$ cat src/hw/pcsi_pkg.sv
// Purpose: shared constants and carriers of the program counter block
// Assumes: one CPU clock; execution logic issues one command a cycle
// Notes: register offsets are byte addresses on the register bus
package pcsi_pkg;
   // widths
   localparam int PC_W = 13;
   localparam int LOW_W = 8;
   localparam int LATH_W = 5;
   localparam int JMP_W = 11;
   localparam int STK_DEPTH = 8;
   localparam int SP_W = 3;
   localparam int PTR_W = 8;
   localparam int FILE_W = 7;
   localparam int BANK_W = 2;
   localparam int EA_W = 9;
   localparam int WB_AW = 8;
   localparam int WB_DW = 32;
   // latch bits that feed the two top pc bits on jumps
   localparam int JMP_HI_W = 2;
   // reset values and vectors
   localparam logic [PC_W-1:0] PC_RST = 13'h0000;
   localparam logic [PC_W-1:0] PC_ONE = 13'h0001;
   localparam logic [PC_W-1:0] IRQ_VECTOR = 13'h0004;
   localparam logic [LATH_W-1:0] LATH_RST = 5'h00;
   localparam logic [PTR_W-1:0] PTR_RST = 8'h00;
   localparam logic IBANK_RST = 1'b0;
   localparam logic [SP_W-1:0] SP_RST = 3'h0;
   localparam logic [SP_W-1:0] SP_ONE = 3'h1;
   // file address that selects indirect access
   localparam logic [FILE_W-1:0] IDP_ADDR = 7'h00;
   // register offsets
   localparam logic [WB_AW-1:0] REG_PC_LOW = 8'h00;
   localparam logic [WB_AW-1:0] REG_PC_LATCH = 8'h04;
   localparam logic [WB_AW-1:0] REG_PTR = 8'h08;
   localparam logic [WB_AW-1:0] REG_BANK = 8'h0C;
   localparam int IBANK_BIT = 0;
   // commands from the execution logic
   typedef enum logic [3:0] {
      OP_NONE = 4'h0,
      OP_STEP = 4'h1,
      OP_ABS_JUMP = 4'h2,
      OP_SUB_JUMP = 4'h3,
      OP_SUB_EXIT = 4'h4,
      OP_LIT_EXIT = 4'h5,
      OP_INT_EXIT = 4'h6,
      OP_IRQ = 4'h7,
      OP_PC_LOW_WR = 4'h8
   } pcsi_op_t;
   typedef struct packed {
      pcsi_op_t op;
      logic [JMP_W-1:0] target;
      logic [LOW_W-1:0] result;
   } pcsi_cmd_t;
   // data file access request and its resolved form
   typedef struct packed {
      logic [BANK_W-1:0] bank;
      logic [FILE_W-1:0] addr;
      logic rd;
      logic wr;
   } pcsi_facc_t;
   typedef struct packed {
      logic [EA_W-1:0] addr;
      logic rd;
      logic wr;
      logic rd_zero;
   } pcsi_dacc_t;
endpackage

$ cat src/hw/pcsi_stack.sv
// Purpose: eight-entry circular return address stack
// Assumes: push and pop never asked in the same cycle
// Notes: pointer hidden from software; no overflow or underflow flag
`timescale 1ns/100ps
`default_nettype none
module pcsi_stack (
   // clock and reset
   input wire logic clk,
   input wire logic rst,
   // requests
   input wire logic push,
   input wire logic pop,
   input wire logic [pcsi_pkg::PC_W-1:0] push_pc,
   // newest entry
   output logic [pcsi_pkg::PC_W-1:0] top_pc
);
   import pcsi_pkg::*;

   logic [PC_W-1:0] mem_ff [STK_DEPTH];
   logic [SP_W-1:0] sp_ff;
   logic [SP_W-1:0] nxt_sp;
   wire logic [SP_W-1:0] sp_last;

   // pointer wraps modulo eight both ways, silently
   assign sp_last = sp_ff - SP_ONE;
   assign nxt_sp = push ? sp_ff + SP_ONE : (pop ? sp_last : sp_ff);
   assign top_pc = mem_ff[sp_last];

   // pointer register
   always_ff @(posedge clk or posedge rst) begin
      if (rst) begin
         sp_ff <= SP_RST;
      end else begin
         sp_ff <= nxt_sp;
      end
   end

   // ninth push lands on the slot of the first
   always_ff @(posedge clk) begin
      if (push) begin
         mem_ff[sp_ff] <= push_pc;
      end
   end
endmodule
`default_nettype wire

$ cat src/hw/pcsi_indirect.sv
// Purpose: resolves a data file access, direct or through the pointer
// Assumes: pointer and bank bit are stable registers of the caller
// Notes: purely combinational
`timescale 1ns/100ps
`default_nettype none
module pcsi_indirect (
   // request
   input wire pcsi_pkg::pcsi_facc_t facc,
   // pointer state
   input wire logic [pcsi_pkg::PTR_W-1:0] ptr,
   input wire logic ibank,
   // resolved access
   output pcsi_pkg::pcsi_dacc_t dacc
);
   import pcsi_pkg::*;

   wire logic is_ind;
   wire logic self_ref;
   wire logic [EA_W-1:0] ea_ind;
   wire logic [EA_W-1:0] ea_dir;

   // port address has no storage, it redirects
   assign is_ind = facc.addr == IDP_ADDR;
   assign ea_ind = {ibank, ptr};
   assign ea_dir = {facc.bank, facc.addr};
   // pointer aimed back at the port itself
   assign self_ref = is_ind && (ptr[FILE_W-1:0] == IDP_ADDR);

   // self reference reads zero and stores nothing
   assign dacc.addr = is_ind ? ea_ind : ea_dir;
   assign dacc.rd = facc.rd;
   assign dacc.wr = facc.wr && !self_ref;
   assign dacc.rd_zero = facc.rd && self_ref;
endmodule
`default_nettype wire

$ cat src/hw/pcsi_top.sv
// Purpose: program counter, return stack and indirect addressing
// Assumes: execution logic on CLK issues one command per cycle
// Notes: registers on classic wishbone, one aligned word each
//
// Added by the designer: the Wishbone register port and the placing of the registers.
`timescale 1ns/100ps
`default_nettype none

// Contract
// - 13-bit pc, low byte readable and writable
// - upper pc bits hidden, loaded from latch
// - every reset clears the whole pc
// - low byte write loads latch bits 4:0
// - jumps take top two bits from latch
// - low byte wrap never carries into latch
// - eight 13-bit entries, hidden pointer
// - subroutine jump and interrupt push pc
// - three exit kinds pop into pc
// - push and pop leave latch alone
// - circular stack, ninth push overwrites first
// - no overflow or underflow status
// - port address accesses pointer target
// - port read through itself gives zero
// - port write through itself stores nothing
// - address is bank bit over pointer
module pcsi_top (
   // clock and reset
   input wire logic CLK,
   input wire logic RST,
   // wishbone slave
   input wire logic WB_CYC_I,
   input wire logic WB_STB_I,
   input wire logic WB_WE_I,
   input wire logic [pcsi_pkg::WB_AW-1:0] WB_ADR_I,
   input wire logic [3:0] WB_SEL_I,
   input wire logic [pcsi_pkg::WB_DW-1:0] WB_DAT_I,
   output logic [pcsi_pkg::WB_DW-1:0] WB_DAT_O,
   output logic WB_ACK_O,
   // execution commands
   input wire pcsi_pkg::pcsi_cmd_t EXE_CMD,
   input wire pcsi_pkg::pcsi_facc_t EXE_FACC,
   // fetch address and resolved data access
   output logic [pcsi_pkg::PC_W-1:0] PC_FETCH,
   output pcsi_pkg::pcsi_dacc_t DATA_ACC
);
   import pcsi_pkg::*;

   // state
   logic [PC_W-1:0] pc_ff;
   logic [PC_W-1:0] nxt_pc;
   logic [LATH_W-1:0] lath_ff;
   logic [PTR_W-1:0] ptr_ff;
   logic ibank_ff;
   logic ack_ff;
   logic [WB_DW-1:0] dat_ff;
   logic [WB_DW-1:0] nxt_dat;
   pcsi_dacc_t dacc_ff;

   // wires
   wire logic bus_req;
   wire logic hit_low;
   wire logic hit_lath;
   wire logic hit_ptr;
   wire logic hit_bank;
   wire logic exe_busy;
   wire logic bus_hold;
   wire logic bus_take;
   wire logic bus_wr;
   wire logic wr_low;
   wire logic wr_lath;
   wire logic wr_ptr;
   wire logic wr_bank;
   wire logic op_push;
   wire logic op_pop;
   wire logic [PC_W-1:0] pc_inc;
   wire logic [PC_W-1:0] push_pc;
   wire logic [PC_W-1:0] stk_top;
   wire logic [PC_W-1:0] pc_jump;
   wire logic [PC_W-1:0] pc_exe_low;
   wire logic [PC_W-1:0] pc_bus_low;
   wire pcsi_dacc_t dacc;

   // bus request and address decode
   assign bus_req = WB_CYC_I && WB_STB_I && !ack_ff;
   assign hit_low = WB_ADR_I == REG_PC_LOW;
   assign hit_lath = WB_ADR_I == REG_PC_LATCH;
   assign hit_ptr = WB_ADR_I == REG_PTR;
   assign hit_bank = WB_ADR_I == REG_BANK;

   // a bus low byte write waits while a command owns the pc
   assign exe_busy = EXE_CMD.op != OP_NONE;
   assign bus_hold = hit_low && WB_WE_I && exe_busy;
   assign bus_take = bus_req && !bus_hold;
   assign bus_wr = bus_take && WB_WE_I && WB_SEL_I[0];
   assign wr_low = bus_wr && hit_low;
   assign wr_lath = bus_wr && hit_lath;
   assign wr_ptr = bus_wr && hit_ptr;
   assign wr_bank = bus_wr && hit_bank;

   // stack requests from commands
   assign op_push = (EXE_CMD.op == OP_SUB_JUMP)
      || (EXE_CMD.op == OP_IRQ);
   assign op_pop = (EXE_CMD.op == OP_SUB_EXIT)
      || (EXE_CMD.op == OP_LIT_EXIT)
      || (EXE_CMD.op == OP_INT_EXIT);

   // candidate pc values
   assign pc_inc = pc_ff + PC_ONE;
   // interrupt resumes the interrupted address, a call the next one
   assign push_pc = (EXE_CMD.op == OP_IRQ) ? pc_ff : pc_inc;
   assign pc_jump = {lath_ff[LATH_W-1 -: JMP_HI_W], EXE_CMD.target};
   // whole latch joins the written low byte; sums wrap in 8 bits
   assign pc_exe_low = {lath_ff, EXE_CMD.result};
   assign pc_bus_low = {lath_ff, WB_DAT_I[LOW_W-1:0]};

   // next program counter
   always_comb begin
      case (EXE_CMD.op)
         OP_STEP: begin
            nxt_pc = pc_inc;
         end
         OP_ABS_JUMP, OP_SUB_JUMP: begin
            nxt_pc = pc_jump;
         end
         OP_SUB_EXIT, OP_LIT_EXIT, OP_INT_EXIT: begin
            nxt_pc = stk_top;
         end
         OP_IRQ: begin
            nxt_pc = IRQ_VECTOR;
         end
         OP_PC_LOW_WR: begin
            nxt_pc = pc_exe_low;
         end
         default: begin
            nxt_pc = wr_low ? pc_bus_low : pc_ff;
         end
      endcase
   end

   // program counter, cleared by every reset
   always_ff @(posedge CLK or posedge RST) begin
      if (RST) begin
         pc_ff <= PC_RST;
      end else begin
         pc_ff <= nxt_pc;
      end
   end

   // latch changes only by software write
   always_ff @(posedge CLK or posedge RST) begin
      if (RST) begin
         lath_ff <= LATH_RST;
      end else if (wr_lath) begin
         lath_ff <= WB_DAT_I[LATH_W-1:0];
      end
   end

   // pointer and bank bit for indirect access
   always_ff @(posedge CLK or posedge RST) begin
      if (RST) begin
         ptr_ff <= PTR_RST;
         ibank_ff <= IBANK_RST;
      end else begin
         if (wr_ptr) begin
            ptr_ff <= WB_DAT_I[PTR_W-1:0];
         end
         if (wr_bank) begin
            ibank_ff <= WB_DAT_I[IBANK_BIT];
         end
      end
   end

   // read mux; only the low pc byte is visible
   always_comb begin
      nxt_dat = '0;
      if (hit_low) begin
         nxt_dat[LOW_W-1:0] = pc_ff[LOW_W-1:0];
      end else if (hit_lath) begin
         nxt_dat[LATH_W-1:0] = lath_ff;
      end else if (hit_ptr) begin
         nxt_dat[PTR_W-1:0] = ptr_ff;
      end else if (hit_bank) begin
         nxt_dat[IBANK_BIT] = ibank_ff;
      end
   end

   // one-cycle acknowledge, unmapped reads give zero
   always_ff @(posedge CLK or posedge RST) begin
      if (RST) begin
         ack_ff <= 1'b0;
         dat_ff <= '0;
      end else begin
         ack_ff <= bus_take;
         dat_ff <= bus_take ? nxt_dat : '0;
      end
   end

   // return stack, no status of wrap at all
   pcsi_stack u_stack (
      .clk(CLK),
      .rst(RST),
      .push(op_push),
      .pop(op_pop),
      .push_pc(push_pc),
      .top_pc(stk_top)
   );

   // data access resolution
   pcsi_indirect u_ind (
      .facc(EXE_FACC),
      .ptr(ptr_ff),
      .ibank(ibank_ff),
      .dacc(dacc)
   );

   // resolved access registered for the data file
   always_ff @(posedge CLK or posedge RST) begin
      if (RST) begin
         dacc_ff <= '0;
      end else begin
         dacc_ff <= dacc;
      end
   end

   // outputs
   assign PC_FETCH = pc_ff;
   assign DATA_ACC = dacc_ff;
   assign WB_ACK_O = ack_ff;
   assign WB_DAT_O = dat_ff;
endmodule
`default_nettype wire

$ cat config.mk
export PLATFORM = sky130hd
export DESIGN_NAME = pcsi_top
export DESIGN_NICKNAME = d
export VERILOG_FILES = /design/src/hw/pcsi_pkg.sv /design/src/hw/pcsi_stack.sv /design/src/hw/pcsi_indirect.sv /design/src/hw/pcsi_top.sv
export SDC_FILE = /design/constraint.sdc
export NUM_CORES = 1
export LEC_CHECK = 0
export ABC_AREA = 1
export BUFFER_PORTS_ARGS = -buffer_cell sky130_fd_sc_hd__buf_2
export CORE_MARGIN = 5
export CORE_UTILIZATION = 56
export DETAILED_ROUTE_END_ITERATION = 7
export HOLD_SLACK_MARGIN = 0.02
export PLACE_DENSITY = 0.84
export SYNTH_ARGS = -nofsm -noshare
export SYNTH_HDL_FRONTEND = slang
export SYNTH_SLANG_ARGS = --single-unit
$ cat constraint.sdc
create_clock -name CLK -period 2.89 [get_ports CLK]
set_input_delay 0.1445 -clock CLK [delete_from_list [all_inputs] [get_ports CLK]]
set_output_delay 0.1445 -clock CLK [all_outputs]
set_load 0.02 [all_outputs]
Word-level counts from Yosys, hierarchy flattened
Memories as Yosys holds them, arrays and structs flattened.
Cells that the tools add are included.

word-level totals
  register bits = 51
  RAM bits = 104
  input port bits = 83
  output and inout bits = 58
  logic and storage cells = 69
  memories = 1

memory list
  memory          words  width  rd ports  clocked after memory_dff  wr ports  line              text
  u_stack.mem_ff  8      13     1         0                         1         pcsi_stack.sv:19  logic [PC_W-1:0] mem_ff [STK_DEPTH];

cells by class
  add/sub/neg operators = 3
  eq/ne operators = 11
  muxes and demuxes = 15
  reductions and logical operators = 28

operators with widths
  cell                                                             count
  13-bit case mux with 5 select lines                              1
  13-bit two-way mux                                               2
  4-bit by 3-bit == test with 1-bit output, second input constant  4
  8-bit by 4-bit == test with 1-bit output, second input constant  2
  8-bit two-way mux                                                2
  1-bit logical AND                                                14
  7-bit logical NOT                                                2
  13-bit by 1-bit adder with 13-bit output, second input constant  1
  3-bit two-way mux                                                3
  9-bit two-way mux                                                1
  4-bit by 2-bit == test with 1-bit output, second input constant  2
  8-bit by 3-bit == test with 1-bit output, second input constant  1
  8-bit logical NOT                                                1
  7-bit two-way mux                                                1
  6-bit nonzero test                                               1
  5-bit two-way mux                                                1
  4-bit by 1-bit == test with 1-bit output, second input constant  1
  4-bit == test, second input constant                             1
  1-bit two-way mux                                                4
  4-bit nonzero test                                               1
  3-bit by 1-bit adder with 3-bit output, second input constant    1
  1-bit logical NOT                                                3
  1-bit logical OR                                                 3
  3-bit OR reduction                                               1
  3 further kinds                                                  3

Depth between registers and ports, before layout
  word-level depth = 10
  mapped depth = 14
  gate-level depth less buffers = 12

By module
Synthesis repeated with hierarchy kept, for this count alone.

unflattened totals
  cells, all modules = 976
  area, all modules = 8116.5 µm²

by module, submodules not included
  module         instances  cells an instance  area an instance (µm²)
  pcsi_stack     1          486                4779.6
  pcsi_top       1          441                3119.2
  pcsi_indirect  1          49                 217.7

Least setup slack after synthesis
OpenSTA, ideal clock, no wires.

  kind = register to register
  start = register u_stack.sp_ff[0]
  end = register pc_ff[8] (netlist: PC_FETCH[8])
  data arrival time = 1.895 ns
  required time = 2.773 ns
  slack = 0.878 ns
  stages on the path, launching flop included = 15
  path through = dfrtp_1 buf_2 inv_2 buf_2 ha_1 buf_2 inv_2 buf_2 nand3_1 nand2_1 nand2_1 nand3_1 nand3_1 nand2_1 nand2_1

on the way
  word-level cells in the longest chain between the ends = 3

RTL lines
  element                                      line              text
  start: declaration                           pcsi_stack.sv:20  logic [SP_W-1:0] sp_ff;
  start signal: assignment                     pcsi_stack.sv:34  sp_ff <= nxt_sp;
  3-bit by 1-bit subtractor with 3-bit output  pcsi_stack.sv:25  assign sp_last = sp_ff - SP_ONE;
  memory 8 x 13 bit                            n/a
  13-bit case mux with 5 select lines          pcsi_top.sv:118   case (EXE_CMD.op)
  end signal: assignment                       pcsi_top.sv:145   pc_ff <= nxt_pc;
  end: declaration                             pcsi_top.sv:49    logic [PC_W-1:0] pc_ff;

No other way between the ends.
A chain may end at the register's enable or synchronous reset.

Worst setup path in the final report
  start = register pc_ff[0] (netlist: PC_FETCH[0])
  end = memory u_stack.mem_ff[1][12], data pin

on the way
  word-level cells in the longest chain between the ends = 2

RTL lines
  element                                   line              text
  13-bit by 1-bit adder with 13-bit output  pcsi_top.sv:108   assign pc_inc = pc_ff + PC_ONE;
  13-bit two-way mux                        pcsi_top.sv:110   assign push_pc = (EXE_CMD.op == OP_IRQ) ? pc_ff : pc_inc;
  net push_pc[12]                           pcsi_top.sv:76    wire logic [PC_W-1:0] push_pc;
  end: declaration                          pcsi_stack.sv:19

The timed path passes the listed nets, and every way through them passes these cells.

==> run_results.csv <==
group,metric,value,unit
timing,setup_violations,0,
timing,fmax,393,MHz
drt,drt_iter0_markers,706,
grt,grt_first_pass_wirelength,32.2,mm
drt,dr_total_vias,6491,
grt,grt_overflow_total,0,
drt,final_antenna_net_count,0,
final_layout,nNetsFinal,1033,
floorplan,die_w,126,um
floorplan,ioPinCount,141,
flow_run,cap_violations,0,
grt,grt_use_total,26.0,%
yosys,synth_top_family_by_area,"simple AND/OR/NAND/NOR gates",
final_layout,area_growth,17.1,%
critical_path,cpLargestDelayFamily,"simple AND/OR/NAND/NOR gates",
floorplan,placementRows,42,
timing,worst_slew_pin_slew,1070,ps
grt,grt_max_degree,56,
final_layout,multiInputGateArea,2650,sq um
power,peakVddDrop,0.606,mV
clock_tree,cts_inserted_buffers,17,
drt,wl,20.4,mm
drt,wl_met2,9.72,mm
yosys,synth_mux_area_share,0,%
timing,finalCriticalPeriod,2550,ps
floorplan,die_y,126,um
critical_path,crit_path_max_incr_delay,650,ps
yosys,synth.distinct_cells,39,
timing,drv_slew,0,
final_layout,final_cells,1136,
yosys,seq_area_frac_synth,58.4,%
grt,grt_pass1_vias,6272,
clock_tree,worstSkewPairLatency,420,ps
yosys,synth_area,7540,sq um
drt,drt_pass1_iterations,8,
critical_path,crit_fanout,11,
floorplan,die-area,15900,sq um
timing,finalClockSkew,7.38,ps
final_layout,seq_area,4400,sq um
floorplan,start_util,56.9,%
critical_path,cp-end-kind,"flip-flop",
critical_path,reg2reg_slack,340,ps
clock_tree,h-tree-depth,4,
clock_tree,cts_buffer_depth,2,
yosys,synthXorXnorAreaFrac,0.697,%
timing,post-route-period-util,88.1,%
yosys,yosys.area_share.simple,28.4,%
clock_tree,clkTransAtPathRegs,60,ps
drt,wl_per_cell,18.0,um
critical_path,path_buf_inv,0,
yosys,avgSynthCellArea,9.10,sq um
critical_path,arrival,2670,ps
critical_path,critPathMostFrequentCell,"nand2_1",
clock_tree,cts_tree,"yes",
drt,vias_per_cell,5.71,
critical_path,setup.worst_path.start_class,"flip-flop",
final_layout,diodes,0,
yosys,ys_ff_latch,155,
clock_tree,root_buffer,"clkbuf_16",
final_layout,fin_util,66.7,%
hold_path,hp-class,"primary input to flip-flop",
final_layout,fillerInstances,988,
yosys,postSynthCellCount,828,
grt,grt_antenna_before_repair,0,
critical_path,worst-setup-path-type,"flip-flop to flip-flop",
yosys,synth_compound_area_share,4.28,%
final_layout,drive_above_1_share,17.2,%
timing,slew_headroom,28.5,%
drt,wl_met3,2.40,mm
placed_design,dp_hpwl,13.5,mm
placed_design,dp_cells,1087,
status,status,"complete, but fails checks",
power,p_leak,3.93,nW
critical_path,path_cells,"ha_1 -> nand2_1 -> nor2_1 -> nand3_1 -> nand2_1 -> nand2_1 -> o21ai_0",
yosys,ys_warn_count,0,
placed_design,port_buffers,89,
power,p_per_area,833,nW/um^2
floorplan,coreArea,13200,sq um
yosys,synthAdderAreaFrac,0.498,%
drt,drcViolationCount,2,
drt,wl_met1,7.37,mm
timing,rsz0062_at_grt,"no",
clock_tree,clock-sinks,155,
placed_design,gp_congestion,0.888,
drt,top_layer,"met4",
timing,holdWs,21.9,ps
critical_path,cp_slowest_cell,"dfrtp_1",
status,failed_checks,"DRC",
timing,finalHoldViolCount,0,
critical_path,crit_required,3010,ps
timing,setup-tns-final,0,ps
-- worst register-to-register path, stage by stage (launching register included) --
cell and delay (ps):
dfrtp_1 650, ha_1 300, nand2_1 70, nor2_1 380, nand3_1 130, nand2_1 90, nand2_1 60, o21ai_0 580
-- where the power goes --
| group | switching (mW) | leakage (nW) | internal [mW] | total [mW] |
|---|---|---|---|---|
| registers | 0.184 | 1.60 | 2.69 | 2.88 |
| clock network | 0.934 | 0.263 | 1.12 | 2.05 |
| logic | 1.74 | 2.07 | 0.682 | 2.42 |
| total | 2.86 | 3.93 | 4.49 | 7.35 |
-- cells in the final DEF (no fill, tap or decap), types with 5 or more instances in the layout --
| cell type | netlist | final |
|---|---|---|
| a21oi_1 | 7 | 7 |
| buf_2 | 14 | 89 |
| buf_4 | 24 | 18 |
| clkbuf_16 | 0 | 17 |
| conb_1 | 1 | 24 |
| dfrtp_1 | 51 | 51 |
| dlygate4sd3_1 | 0 | 17 |
| edfxtp_1 | 104 | 104 |
| inv_1 | 65 | 64 |
| inv_2 | 5 | 6 |
| nand2_1 | 280 | 280 |
| nand3_1 | 109 | 109 |
| nand4_1 | 6 | 6 |
| nor2_1 | 58 | 58 |
| nor2_4 | 7 | 7 |
| nor3_1 | 5 | 5 |
| o21ai_0 | 31 | 31 |
| o21ai_1 | 9 | 9 |
| o21bai_1 | 7 | 7 |
| xor2_1 | 5 | 5 |
-- Yosys cell counts, drive strengths merged --
library cell	count	area (sq um)
nand2	285	1090
nand3	110	556
edfxtp	104	3120
inv	71	269
nor2	69	335
dfrtp	51	1280
buf	42	288
o21ai	40	200
nand4	9	92.6
a21oi	7	35.0
o21bai	7	52.6
clkbuf	5	18.8
nor3	5	25.0
xor2	5	43.8
a31oi	3	18.8
ha	3	37.5
and3	2	12.5
nand3b	2	15.0
nor4	2	12.5
a21boi	1	7.51
clkinv	1	3.75
conb	1	3.75
o221ai	1	8.76
or2	1	6.26
xnor2	1	8.76
-- final timing paths --
kind,startpoint,to,cells past startpoint
setup / recovery,PC_FETCH[0]$_DFFE_PP0P_,u_stack.mem_ff[1][12]$_DFFE_PP_,7
hold / removal,WB_DAT_I[4],ptr_ff[4]$_DFFE_PP0P_,3
setup reg to reg,PC_FETCH[0]$_DFFE_PP0P_,u_stack.mem_ff[1][12]$_DFFE_PP_,7
hold reg to reg,ptr_ff[7]$_DFFE_PP0P_,DATA_ACC[10]$_DFF_PP0_,2
max in group asynchronous,RST,PC_FETCH[12]$_DFFE_PP0P_,3
min in group asynchronous,RST,DATA_ACC[2]$_DFF_PP0_,3
-- per-stage QoR --
stage	power (mW)	setup slack (ps)	instance area (sq um)
final	7.35	344	8830
after global routing	7.72	142	8830
after CTS	7.31	514	8820
after detailed placement	5.23	570	8120
after global placement	5.16	592	8120
after floorplan	4.52	878	7620
-- registers in the layout, indices dropped and copies added (netlist names) --
name / flops
WB_ACK_O: 1
PC_FETCH: 13
DATA_ACC: 12
ibank_ff: 1
u_stack.mem_ff: 104
lath_ff: 5
ptr_ff: 8
u_stack.sp_ff: 3
WB_DAT_O: 8
-- layer usage --
metal	GRT usage, %	up-vias
met2	42.4	454
met5	0	-
met1	32.6	3013
li1	-	2928
met3	7.03	96
met4	11.6	0
-- final cells by class --
| class | instances | share of cell area [%] |
|---|---|---|
| Clock buffer | 18 | 4.86 |
| Clock inverter | 14 | 1.28 |
| Inverter | 72 | 3.09 |
| Multi-Input combinational cell | 577 | 30.0 |
| Sequential cell | 155 | 49.8 |
| Tap cell | 176 | 2.49 |
| Timing Repair Buffer | 124 | 8.50 |
-- cells by family (layout without fill, tap and decap cells) --
family	count (synthesis)	count (layout)
AND/OR/NAND/NOR	485	485
flip-flops	155	155
buffers and inverters	119	228
AO/OA/AOI/OAI	59	59
XOR/XNOR	6	6
adder cells (fa/ha/maj)	3	3
other	1	24
-- repair_timing --
| item | in CTS | in global routing |
|---|---|---|
| hold endpoints to repair | 32 | 1 |
| hold buffers | 16 | 1 |
| setup buffers | 0 | 0 |
| gates resized for setup | 0 | 0 |
| setup endpoints to repair | 0 | 0 |
Power figures use the tool's default switching activity.
